### src/hdl/tpcp_defines.vh
// Register map, field positions, reset values and timing counts of the PWM block
`ifndef TPCP_DEFINES_VH
`define TPCP_DEFINES_VH

// Register addresses on the data memory port
`define TPCP_A_PERIOD 4'h0
`define TPCP_A_DEAD 4'h1
`define TPCP_A_MINPW 4'h2
`define TPCP_A_GATE 4'h3
`define TPCP_A_DUTYA 4'h4
`define TPCP_A_DUTYB 4'h5
`define TPCP_A_DUTYC 4'h6
`define TPCP_A_SEG 4'h7
`define TPCP_A_STATUS 4'h8

// Output segment control fields
`define TPCP_SEG_XA 8
`define TPCP_SEG_XB 7
`define TPCP_SEG_XC 6
`define TPCP_SEG_DIS_CT 0
`define TPCP_SEG_DIS_CB 1
`define TPCP_SEG_DIS_BT 2
`define TPCP_SEG_DIS_BB 3
`define TPCP_SEG_DIS_AT 4
`define TPCP_SEG_DIS_AB 5

// Gate chop control fields
`define TPCP_GATE_DIV_MSB 5
`define TPCP_GATE_CHOP_TOP 8
`define TPCP_GATE_CHOP_BOT 9

// System status fields
`define TPCP_STAT_TRIP 0
`define TPCP_STAT_POL 2

// Reset values
`define TPCP_RST_PERIOD 12'h000
`define TPCP_RST_SEG 9'h000
`define TPCP_RST_GATE 10'h000
`define TPCP_RST_WORD 12'h000

// Timing: clock period and width of the cycle start pulse
`define TPCP_CLK_NS 10
`define TPCP_SYNC_NS 2000
`define TPCP_SYNC_CYC ((`TPCP_SYNC_NS + `TPCP_CLK_NS - 1) / `TPCP_CLK_NS)

`endif

### src/hdl/tpcp_chop.v
// Gate drive chopping carrier divider
`timescale 1ns/1ps
module tpcp_chop (
	// Clock and reset
	input wire clock,
	input wire rst,
	// Divider setting
	input wire [5:0] div,
	// Carrier out
	output reg carrier_r
);
	reg [5:0] cnt_r;

	// Toggle every div+1 clocks, so the carrier runs at clock / (2 * (div + 1))
	always @(posedge clock) begin
		if (rst) begin
			cnt_r <= 6'h00;
			carrier_r <= 1'b0;
		end else if (cnt_r >= div) begin
			cnt_r <= 6'h00;
			carrier_r <= ~carrier_r;
		end else begin
			cnt_r <= cnt_r + 6'h01;
		end
	end
endmodule // tpcp_chop

### src/hdl/tpcp_top.v
// Three-phase center-based PWM generator with output control and gate drive
`timescale 1ns/1ps
`include "tpcp_defines.vh"
module tpcp_top #(
	parameter SYNC_CYC = `TPCP_SYNC_CYC
) (
	// Clock and reset
	input wire clock,
	input wire rst,
	// Data memory register port
	input wire [3:0] dm_addr,
	input wire dm_wr,
	input wire [15:0] dm_wdata,
	output reg [15:0] dm_rdata_r,
	// Control pins
	input wire fault_shutdown_in,
	input wire output_polarity_in,
	// Inverter gate outputs
	output reg phase_a_top_out_r,
	output reg phase_a_bottom_out_r,
	output reg phase_b_top_out_r,
	output reg phase_b_bottom_out_r,
	output reg phase_c_top_out_r,
	output reg phase_c_bottom_out_r,
	// Cycle events
	output reg cycle_start_pulse_r,
	output reg sync_irq_r,
	output reg trip_irq_r
);
	localparam ST_IDLE = 2'b01;
	localparam ST_RUN = 2'b10;

	// Edge thresholds for one phase: {top threshold, bottom threshold}
	function [23:0] tpcp_edges;
		input [11:0] duty;
		input [11:0] per;
		input [11:0] dead;
		input [11:0] minpw;
		reg [12:0] hi;
		reg [12:0] lo;
		reg [12:0] half;
		reg [12:0] thh;
		begin
			// Deadtime comes off the top on time and off the bottom on time
			hi = (duty > dead) ? ({1'b0, duty} - {1'b0, dead}) : 13'h0000;
			hi = (hi > {1'b0, per}) ? {1'b0, per} : hi;
			lo = ({1'b0, per} > ({1'b0, duty} + {1'b0, dead})) ?
				({1'b0, per} - {1'b0, duty} - {1'b0, dead}) : 13'h0000;
			// Narrow pulses are removed and the pair saturated
			if (hi < {1'b0, minpw}) begin
				hi = 13'h0000;
				lo = {1'b0, per};
			end else if (lo < {1'b0, minpw}) begin
				hi = {1'b0, per};
				lo = 13'h0000;
			end
			half = {1'b0, per} >> 1;
			thh = half - (hi >> 1);
			tpcp_edges = {thh[11:0], lo[12:1]};
		end
	endfunction

	// Configuration and input registers
	reg [11:0] period_r;
	reg [11:0] dead_r;
	reg [11:0] minpw_r;
	reg [9:0] gate_r;
	reg [8:0] seg_r;
	reg [11:0] duty_a_r;
	reg [11:0] duty_b_r;
	reg [11:0] duty_c_r;
	reg [2:0] wr_seen_r;
	// Complete duty set waiting for the next cycle start
	reg [11:0] pend_a_r;
	reg [11:0] pend_b_r;
	reg [11:0] pend_c_r;
	// Per-cycle working copies
	reg [11:0] half_r;
	reg [8:0] seg_act_r;
	reg [23:0] edge_a_r;
	reg [23:0] edge_b_r;
	reg [23:0] edge_c_r;
	// Up/down counter and state
	reg [1:0] state_r;
	reg [11:0] cnt_r;
	reg up_r;
	reg [11:0] sync_cnt_r;
	// Pin synchronisers
	reg trip_s1_r;
	reg trip_s2_r;
	reg trip_d_r;
	reg pol_s1_r;
	reg pol_s2_r;

	wire carrier;
	wire tripped;
	wire trip_fall;
	wire period_ok;
	wire cyc_start;
	wire [2:0] wr_seen_nxt;
	reg [2:0] hi_t;
	reg [2:0] lo_t;
	reg [5:0] drive;
	reg [5:0] pin_nxt;
	reg [15:0] rdata_nxt;
	integer i;

	tpcp_chop u_chop (
		.clock(clock),
		.rst(rst),
		.div(gate_r[`TPCP_GATE_DIV_MSB:0]),
		.carrier_r(carrier)
	);

	// Trip and polarity pins pass two flops before use; trip interrupt on the synced fall
	always @(posedge clock) begin
		if (rst) begin
			trip_s1_r <= 1'b1;
			trip_s2_r <= 1'b1;
			trip_d_r <= 1'b1;
			pol_s1_r <= 1'b0;
			pol_s2_r <= 1'b0;
			trip_irq_r <= 1'b0;
		end else begin
			trip_s1_r <= fault_shutdown_in;
			trip_s2_r <= trip_s1_r;
			trip_d_r <= trip_s2_r;
			pol_s1_r <= output_polarity_in;
			pol_s2_r <= pol_s1_r;
			trip_irq_r <= trip_fall;
		end
	end

	assign tripped = ~trip_s2_r;
	assign trip_fall = trip_d_r & ~trip_s2_r;
	// Below two clocks the up/down count has no room to turn
	assign period_ok = (period_r > 12'h001);
	assign cyc_start = (state_r == ST_IDLE) ? (period_ok & ~tripped) :
		(~up_r & (cnt_r == 12'h000));

	// Duty write tracking; a write in the transfer cycle is lost, not kept for the next set
	assign wr_seen_nxt = wr_seen_r | {dm_wr & (dm_addr == `TPCP_A_DUTYC),
		dm_wr & (dm_addr == `TPCP_A_DUTYB), dm_wr & (dm_addr == `TPCP_A_DUTYA)};

	// Register writes
	always @(posedge clock) begin
		if (rst) begin
			period_r <= `TPCP_RST_PERIOD;
			dead_r <= `TPCP_RST_WORD;
			minpw_r <= `TPCP_RST_WORD;
			gate_r <= `TPCP_RST_GATE;
			seg_r <= `TPCP_RST_SEG;
			duty_a_r <= `TPCP_RST_WORD;
			duty_b_r <= `TPCP_RST_WORD;
			duty_c_r <= `TPCP_RST_WORD;
			dm_rdata_r <= 16'h0000;
		end else begin
			dm_rdata_r <= rdata_nxt; // Read data one cycle after the address
			if (dm_wr) begin
				case (dm_addr)
				`TPCP_A_PERIOD: period_r <= dm_wdata[11:0];
				`TPCP_A_DEAD: dead_r <= dm_wdata[11:0];
				`TPCP_A_MINPW: minpw_r <= dm_wdata[11:0];
				`TPCP_A_GATE: gate_r <= {dm_wdata[9:8], 2'b00, dm_wdata[5:0]};
				`TPCP_A_DUTYA: duty_a_r <= dm_wdata[11:0];
				`TPCP_A_DUTYB: duty_b_r <= dm_wdata[11:0];
				`TPCP_A_DUTYC: duty_c_r <= dm_wdata[11:0];
				`TPCP_A_SEG: seg_r <= dm_wdata[8:0];
				default: ;
				endcase
			end
			// A trip clears only the period register here: the period must be rewritten
			if (tripped) begin
				period_r <= `TPCP_RST_PERIOD;
			end
		end
	end

	// Hand over a duty set only once all three phases have been written
	always @(posedge clock) begin
		if (rst | tripped) begin
			wr_seen_r <= 3'b000;
			pend_a_r <= `TPCP_RST_WORD;
			pend_b_r <= `TPCP_RST_WORD;
			pend_c_r <= `TPCP_RST_WORD;
		end else if (&wr_seen_r) begin
			pend_a_r <= duty_a_r;
			pend_b_r <= duty_b_r;
			pend_c_r <= duty_c_r;
			wr_seen_r <= wr_seen_nxt & ~wr_seen_r;
		end else begin
			wr_seen_r <= wr_seen_nxt;
		end
	end

	// Cycle sequencer: count up to half the period minus one, then back down
	always @(posedge clock) begin
		if (rst | tripped) begin
			state_r <= ST_IDLE;
			cnt_r <= 12'h000;
			up_r <= 1'b1;
		end else begin
			case (state_r)
			ST_IDLE: begin
				cnt_r <= 12'h000;
				up_r <= 1'b1;
				if (cyc_start) begin
					state_r <= ST_RUN;
				end
			end
			ST_RUN: begin
				if (up_r) begin
					if (cnt_r >= half_r - 12'h001) begin
						up_r <= 1'b0;
					end else begin
						cnt_r <= cnt_r + 12'h001;
					end
				end else if (cnt_r == 12'h000) begin
					up_r <= 1'b1;
				end else begin
					cnt_r <= cnt_r - 12'h001;
				end
			end
			default: begin
				state_r <= ST_IDLE;
			end
			endcase
		end
	end

	// Per-cycle values are latched at the cycle start only
	always @(posedge clock) begin
		if (rst | tripped) begin
			half_r <= 12'h000;
			seg_act_r <= `TPCP_RST_SEG;
			edge_a_r <= 24'h000000;
			edge_b_r <= 24'h000000;
			edge_c_r <= 24'h000000;
		end else if (cyc_start) begin
			half_r <= period_r >> 1;
			seg_act_r <= seg_r;
			edge_a_r <= tpcp_edges(pend_a_r, period_r, dead_r, minpw_r);
			edge_b_r <= tpcp_edges(pend_b_r, period_r, dead_r, minpw_r);
			edge_c_r <= tpcp_edges(pend_c_r, period_r, dead_r, minpw_r);
		end
	end

	// Timing, output control and gate drive, ordered A top, A bottom, B, C
	always @* begin
		hi_t = 3'b000;
		lo_t = 3'b000;
		if (state_r == ST_RUN) begin
			hi_t[0] = (cnt_r >= edge_a_r[23:12]);
			hi_t[1] = (cnt_r >= edge_b_r[23:12]);
			hi_t[2] = (cnt_r >= edge_c_r[23:12]);
			lo_t[0] = (cnt_r < edge_a_r[11:0]) & ~hi_t[0];
			lo_t[1] = (cnt_r < edge_b_r[11:0]) & ~hi_t[1];
			lo_t[2] = (cnt_r < edge_c_r[11:0]) & ~hi_t[2];
		end
		// Crossover swaps which timing signal feeds each pin
		drive[0] = seg_act_r[`TPCP_SEG_XA] ? lo_t[0] : hi_t[0];
		drive[1] = seg_act_r[`TPCP_SEG_XA] ? hi_t[0] : lo_t[0];
		drive[2] = seg_act_r[`TPCP_SEG_XB] ? lo_t[1] : hi_t[1];
		drive[3] = seg_act_r[`TPCP_SEG_XB] ? hi_t[1] : lo_t[1];
		drive[4] = seg_act_r[`TPCP_SEG_XC] ? lo_t[2] : hi_t[2];
		drive[5] = seg_act_r[`TPCP_SEG_XC] ? hi_t[2] : lo_t[2];
		// Disable bits hold a pin off regardless of duty
		drive[0] = drive[0] & ~seg_act_r[`TPCP_SEG_DIS_AT];
		drive[1] = drive[1] & ~seg_act_r[`TPCP_SEG_DIS_AB];
		drive[2] = drive[2] & ~seg_act_r[`TPCP_SEG_DIS_BT];
		drive[3] = drive[3] & ~seg_act_r[`TPCP_SEG_DIS_BB];
		drive[4] = drive[4] & ~seg_act_r[`TPCP_SEG_DIS_CT];
		drive[5] = drive[5] & ~seg_act_r[`TPCP_SEG_DIS_CB];
		// Chop the on state, then apply pin polarity; even index is a top pin
		for (i = 0; i < 6; i = i + 1) begin
			if (i % 2 == 0) begin
				drive[i] = drive[i] & (carrier | ~gate_r[`TPCP_GATE_CHOP_TOP]);
			end else begin
				drive[i] = drive[i] & (carrier | ~gate_r[`TPCP_GATE_CHOP_BOT]);
			end
			pin_nxt[i] = pol_s2_r ? drive[i] : ~drive[i];
		end
	end

	// Output pins; off level follows the polarity pin once out of reset
	always @(posedge clock) begin
		if (rst) begin
			phase_a_top_out_r <= 1'b0;
			phase_a_bottom_out_r <= 1'b0;
			phase_b_top_out_r <= 1'b0;
			phase_b_bottom_out_r <= 1'b0;
			phase_c_top_out_r <= 1'b0;
			phase_c_bottom_out_r <= 1'b0;
		end else begin
			phase_a_top_out_r <= pin_nxt[0];
			phase_a_bottom_out_r <= pin_nxt[1];
			phase_b_top_out_r <= pin_nxt[2];
			phase_b_bottom_out_r <= pin_nxt[3];
			phase_c_top_out_r <= pin_nxt[4];
			phase_c_bottom_out_r <= pin_nxt[5];
		end
	end

	// Sync pulse stretched for the ADC ramp reset; restarts at every cycle start
	always @(posedge clock) begin
		if (rst | tripped) begin
			sync_cnt_r <= 12'h000;
			cycle_start_pulse_r <= 1'b0;
			sync_irq_r <= 1'b0;
		end else begin
			sync_irq_r <= cyc_start;
			if (cyc_start) begin
				sync_cnt_r <= SYNC_CYC[11:0] - 12'h001;
				cycle_start_pulse_r <= 1'b1;
			end else if (sync_cnt_r != 12'h000) begin
				sync_cnt_r <= sync_cnt_r - 12'h001;
			end else begin
				cycle_start_pulse_r <= 1'b0;
			end
		end
	end

	// Read mux; unmapped addresses read zero
	always @* begin
		rdata_nxt = 16'h0000;
		case (dm_addr)
		`TPCP_A_PERIOD: rdata_nxt = {4'h0, period_r};
		`TPCP_A_DEAD: rdata_nxt = {4'h0, dead_r};
		`TPCP_A_MINPW: rdata_nxt = {4'h0, minpw_r};
		`TPCP_A_GATE: rdata_nxt = {6'h00, gate_r};
		`TPCP_A_DUTYA: rdata_nxt = {4'h0, duty_a_r};
		`TPCP_A_DUTYB: rdata_nxt = {4'h0, duty_b_r};
		`TPCP_A_DUTYC: rdata_nxt = {4'h0, duty_c_r};
		`TPCP_A_SEG: rdata_nxt = {7'h00, seg_r};
		`TPCP_A_STATUS: begin
			rdata_nxt[`TPCP_STAT_TRIP] = trip_s2_r;
			rdata_nxt[`TPCP_STAT_POL] = pol_s2_r;
		end
		default: rdata_nxt = 16'h0000;
		endcase
	end
endmodule // tpcp_top

### config.mk
export PLATFORM = sky130hd
export DESIGN_NAME = tpcp_top
export DESIGN_NICKNAME = d
export VERILOG_FILES = /design/src/hdl/tpcp_chop.v /design/src/hdl/tpcp_top.v
export VERILOG_INCLUDE_DIRS = /design/src /design/src/hdl
export SDC_FILE = /design/constraint.sdc
export NUM_CORES = 1
export LEC_CHECK = 0
export BUFFER_PORTS_ARGS = -buffer_cell sky130_fd_sc_hd__buf_2
export CELL_PAD_IN_SITES_DETAIL_PLACEMENT = 0
export CELL_PAD_IN_SITES_GLOBAL_PLACEMENT = 1
export CORE_AREA = 2 2 321 323
export DETAILED_ROUTE_END_ITERATION = 10
export DIE_AREA = 0 0 323 325
export GPL_ROUTABILITY_DRIVEN = 0
export HOLD_SLACK_MARGIN = 0.1
export PLACE_DENSITY = 0.57
export SETUP_SLACK_MARGIN = 0.3
export SKIP_CTS_REPAIR_TIMING = 1
export SLEW_MARGIN = 10
export SYNTH_ARGS = -nofsm -noshare
export SYNTH_HDL_FRONTEND = slang
export SYNTH_SLANG_ARGS = --single-unit
### constraint.sdc
create_clock -name clock -period 8.35 [get_ports clock]
set_input_delay 1.67 -clock clock [delete_from_list [all_inputs] [get_ports clock]]
set_output_delay 1.67 -clock clock [all_outputs]
set_load 0.005 [all_outputs]
==> results.json <==
{
  "insertion_delay_ns": 0.56,
  "antennaDiodeCount": 0,
  "hold_depth": 2,
  "place_hpwl_um": 77770,
  "worstPathRequired_ns": 8.74,
  "clkTransAtPathRegs_ns": 0.06,
  "finish.instance_area_um2": 29870,
  "finalCritPeriodShare_pct": 92.05,
  "p_per_area_nw_per_um2": 159.7,
  "endpoint_kind": "flip-flop",
  "r2r_end": "edge_b_r[22]",
  "cp_max_fo": 10,
  "status": "finished, final reports clean",
  "initial_utilization_pct": 24.81,
  "fillers": 11070,
  "maxSlewViolCount": 0,
  "syn_area_um2": 25130,
  "wl_per_cell_um": 21.47,
  "grt_pass1_wl_um": 146800,
  "finalHoldViolations": 0,
  "fp-row-count": 117,
  "antenna_found_initial": 2,
  "io_buffers": 41,
  "die_area_um2": 105000,
  "top_regs": "edge_a_r: 24 flops, edge_b_r: 24 flops, edge_c_r: 24 flops",
  "ff_latch_area_um2": 5608,
  "setup_viol": 0,
  "rsz0062_at_grt": "true",
  "area_growth_pct": 18.83,
  "coreArea_um2": 101300,
  "rr_worst_depth": 34,
  "dieWidth_um": 323,
  "ioPinCount": 50,
  "cts.sinks": 280,
  "peakVddDrop_mv": 0.1092,
  "drtAntennaViolNets": 0,
  "placed_area_um2": 27850,
  "power_frac_clock_pct": 35.7,
  "die_h_um": 325,
  "min_path_type": "reg2reg",
  "p_total_mw": 4.770,
  "multi_input_area_um2": 18670,
  "synth_ff_type": "dfxtp_1",
  "cp.arrival_ns": 8.08,
  "grt_usage_pct": 18.73,
  "max_cap_viol_count": 0,
  "routed_via_density": 4.892,
  "power_leakage_nw": 12.24,
  "synth_cells": 3178,
  "power.internal_mw": 3.111,
  "cts_buffers": 36,
  "synth-seq-cells": 280,
  "yosysUniqueCellTypes": 83,
  "crit_slowest_cell": "or4b_2",
  "grt_max_degree": 83,
  "grt_overflow": 0,
  "grt_pass1_vias": 21850,
  "clockRootBuffer": "clkbuf_16",
  "max_freq_mhz": 130.1,
  "synth-warning-count": 0,
  "p_sw_mw": 1.659,
  "synth-edff-count": 0,
  "seqPwrFrac_pct": 29.8,
  "critical_path_class": "reg2reg",
  "tritoncts": "done",
  "p_comb_share_pct": 34.5,
  "fin_setup_tns_ns": 0,
  "relSlewSlack_pct": 30.98,
  "routed_wl_um": 101000,
  "drive_above_1_share_pct": 14.03,
  "worstMarginPinSlew_ns": 1.033,
  "hold-path-endpoint": "trip_irq_r",
  "layout_min_cycle_time_ns": 7.686,
  "hold_slack_ns": 0.4223,
  "p_sw_share_pct": 34.78,
  "max_stage_delay_ns": 0.61,
  "finClkSkew_ns": 0.02434,
  "drc": 0,
  "final_util_pct": 29.48,
  "drtPass1Iterations": 6,
  "async_flop_share_pct": 0,
  "yosysSeqAreaShare_pct": 22.30,
  "avgSynthCellArea_um2": 7.908,
  "h-tree-depth": 2,
  "reg2reg_slack_ns": 0.66,
  "final_nets": 3802,
  "hp-start": "trip_d_r",
  "vias": 23010,
  "clock_path_buffers": 3,
  "r2r_start": "dead_r[4]",
  "drtIter0Drc": 1987,
  "startpoint_type": "flip-flop"
}
==> worst max-delay path: cells and delay by family, from the launching register on <==
kind | cells | cell delay [ns]
AO/OA/AOI/OAI | 20 | 3.37
multiplexers | 2 | 0.65
AND/OR/NAND/NOR | 5 | 1.24
flip-flops | 1 | 0.33
adder cells (fa/ha/maj) | 5 | 1.66
buffers and inverters | 2 | 0.30
==> worst max-delay path by stage <==
stage | startpoint | to | cells past startpoint
floorplan | dead_r[6] | edge_a_r[21] | 38
global placement | dead_r[4] | edge_a_r[22] | 37
detailed placement | dead_r[1] | edge_a_r[22] | 36
CTS | dead_r[1] | edge_a_r[22] | 36
global route | pend_a_r[6] | edge_a_r[22] | 37
finish | dead_r[4] | edge_b_r[22] | 34
==> metrics by stage <==
| step | instances | setup slack [ns] |
|---|---|---|
| 6_report | 4704 | 0.6636 |
| 5_1_grt | 4704 | 0.2544 |
| 4_1_cts | 4685 | -0.04442 |
| 3_5_place_dp | 4619 | -0.03507 |
| 3_3_place_gp | 4619 | 0.1176 |
| 2_1_floorplan | 3181 | 0.3058 |
==> final cells by class <==
type | count | share of cell area (%)
clock buffer | 44 | 3.289
clock inverter | 22 | 0.9887
inverter | 236 | 2.991
multi-input combinational | 2517 | 62.50
sequential | 280 | 18.78
tap | 1368 | 5.731
timing repair buffer | 237 | 5.723
==> layout by cell type, fill, tap and decap left out, types with 24 or more instances in the layout <==
cell type / count
a21o_1: 59
o21ai_0: 105
o211ai_1: 26
xnor2_1: 87
mux2_2: 34
a21oi_1: 290
clkbuf_16: 37
xor2_1: 35
buf_4: 188
inv_1: 231
ha_1: 418
nand3_1: 67
fa_1: 46
nand2b_1: 57
buf_2: 42
o21a_1: 31
dfxtp_1: 278
nor3_1: 53
nand2_1: 493
nor2b_1: 49
nand4_1: 25
nor2_1: 176
or3_1: 24
==> synth_stat cells, types with 8 or more instances <==
cell type	number	area, um^2
a31oi_1	22	137.6
fa_1	46	920.9
a21o_1	59	442.9
nand3_1	69	345.3
and2_1	13	81.33
mux2_2	34	382.9
a222oi_1	11	110.1
xnor2_1	89	779.5
xor2_1	35	306.5
a21boi_0	9	67.56
o31ai_1	21	157.7
a22oi_1	10	75.07
o21ai_0	122	610.6
and3_1	12	75.07
or2_2	12	75.07
or4_1	10	75.07
o221ai_1	21	183.9
nand3b_1	12	90.09
dfxtp_1	280	5605
nor4_1	16	100.1
ha_1	423	5293
nor2b_1	55	344.1
a211oi_1	25	187.7
nand2_1	494	1854
mux2i_1	21	210.2
a221oi_1	17	148.9
nand4_1	25	156.4
o21bai_1	17	127.6
clkbuf_1	118	442.9
o211ai_1	26	195.2
or3_1	24	150.1
a21oi_1	295	1476
nor2_1	189	709.4
o21a_1	31	232.7
a211o_1	12	105.1
nand2b_1	59	369.1
buf_4	11	82.58
nor3_1	57	285.3
inv_1	235	882.1
nor3b_1	8	60.06
o221ai_2	10	150.1
buf_1	12	45.04
==> routing by layer <==
metal / track usage (%) / wire length, um / vias up
met5: 0 / 0 / -
met4: 5.905 / 3475 / 0
met3: 2.210 / 4522 / 137
met2: 28.88 / 43750 / 586
met1: 26.95 / 49270 / 10870
li1: - / - / 11420
==> power groups by stage <==
stage | sequential [mW] | combinational (mW) | clock (mW)
2_1_floorplan | 1.44 | 1.08 | 0
3_5_place_dp | 1.45 | 1.50 | 0
5_1_grt | 1.43 | 1.82 | 1.79
6_report | 1.42 | 1.64 | 1.70
4_1_cts | 1.42 | 1.51 | 1.74
3_3_place_gp | 1.45 | 1.50 | 0
==> kinds of logic (layout without fill, tap and decap cells) <==
group	after synthesis	in the layout	synth area share [%]
AOI/OAI and AO/OA	792	792	20.65
adders and majority gates	469	469	24.72
buffers and inverters	385	539	6.004
xor gates and xnor gates	124	124	4.321
DFF	280	280	22.30
and+or+nand+nor	1071	1072	19.56
muxes	56	56	2.419
other	1	4	0.01492
Note: power is estimated with default switching activity, not from simulation.
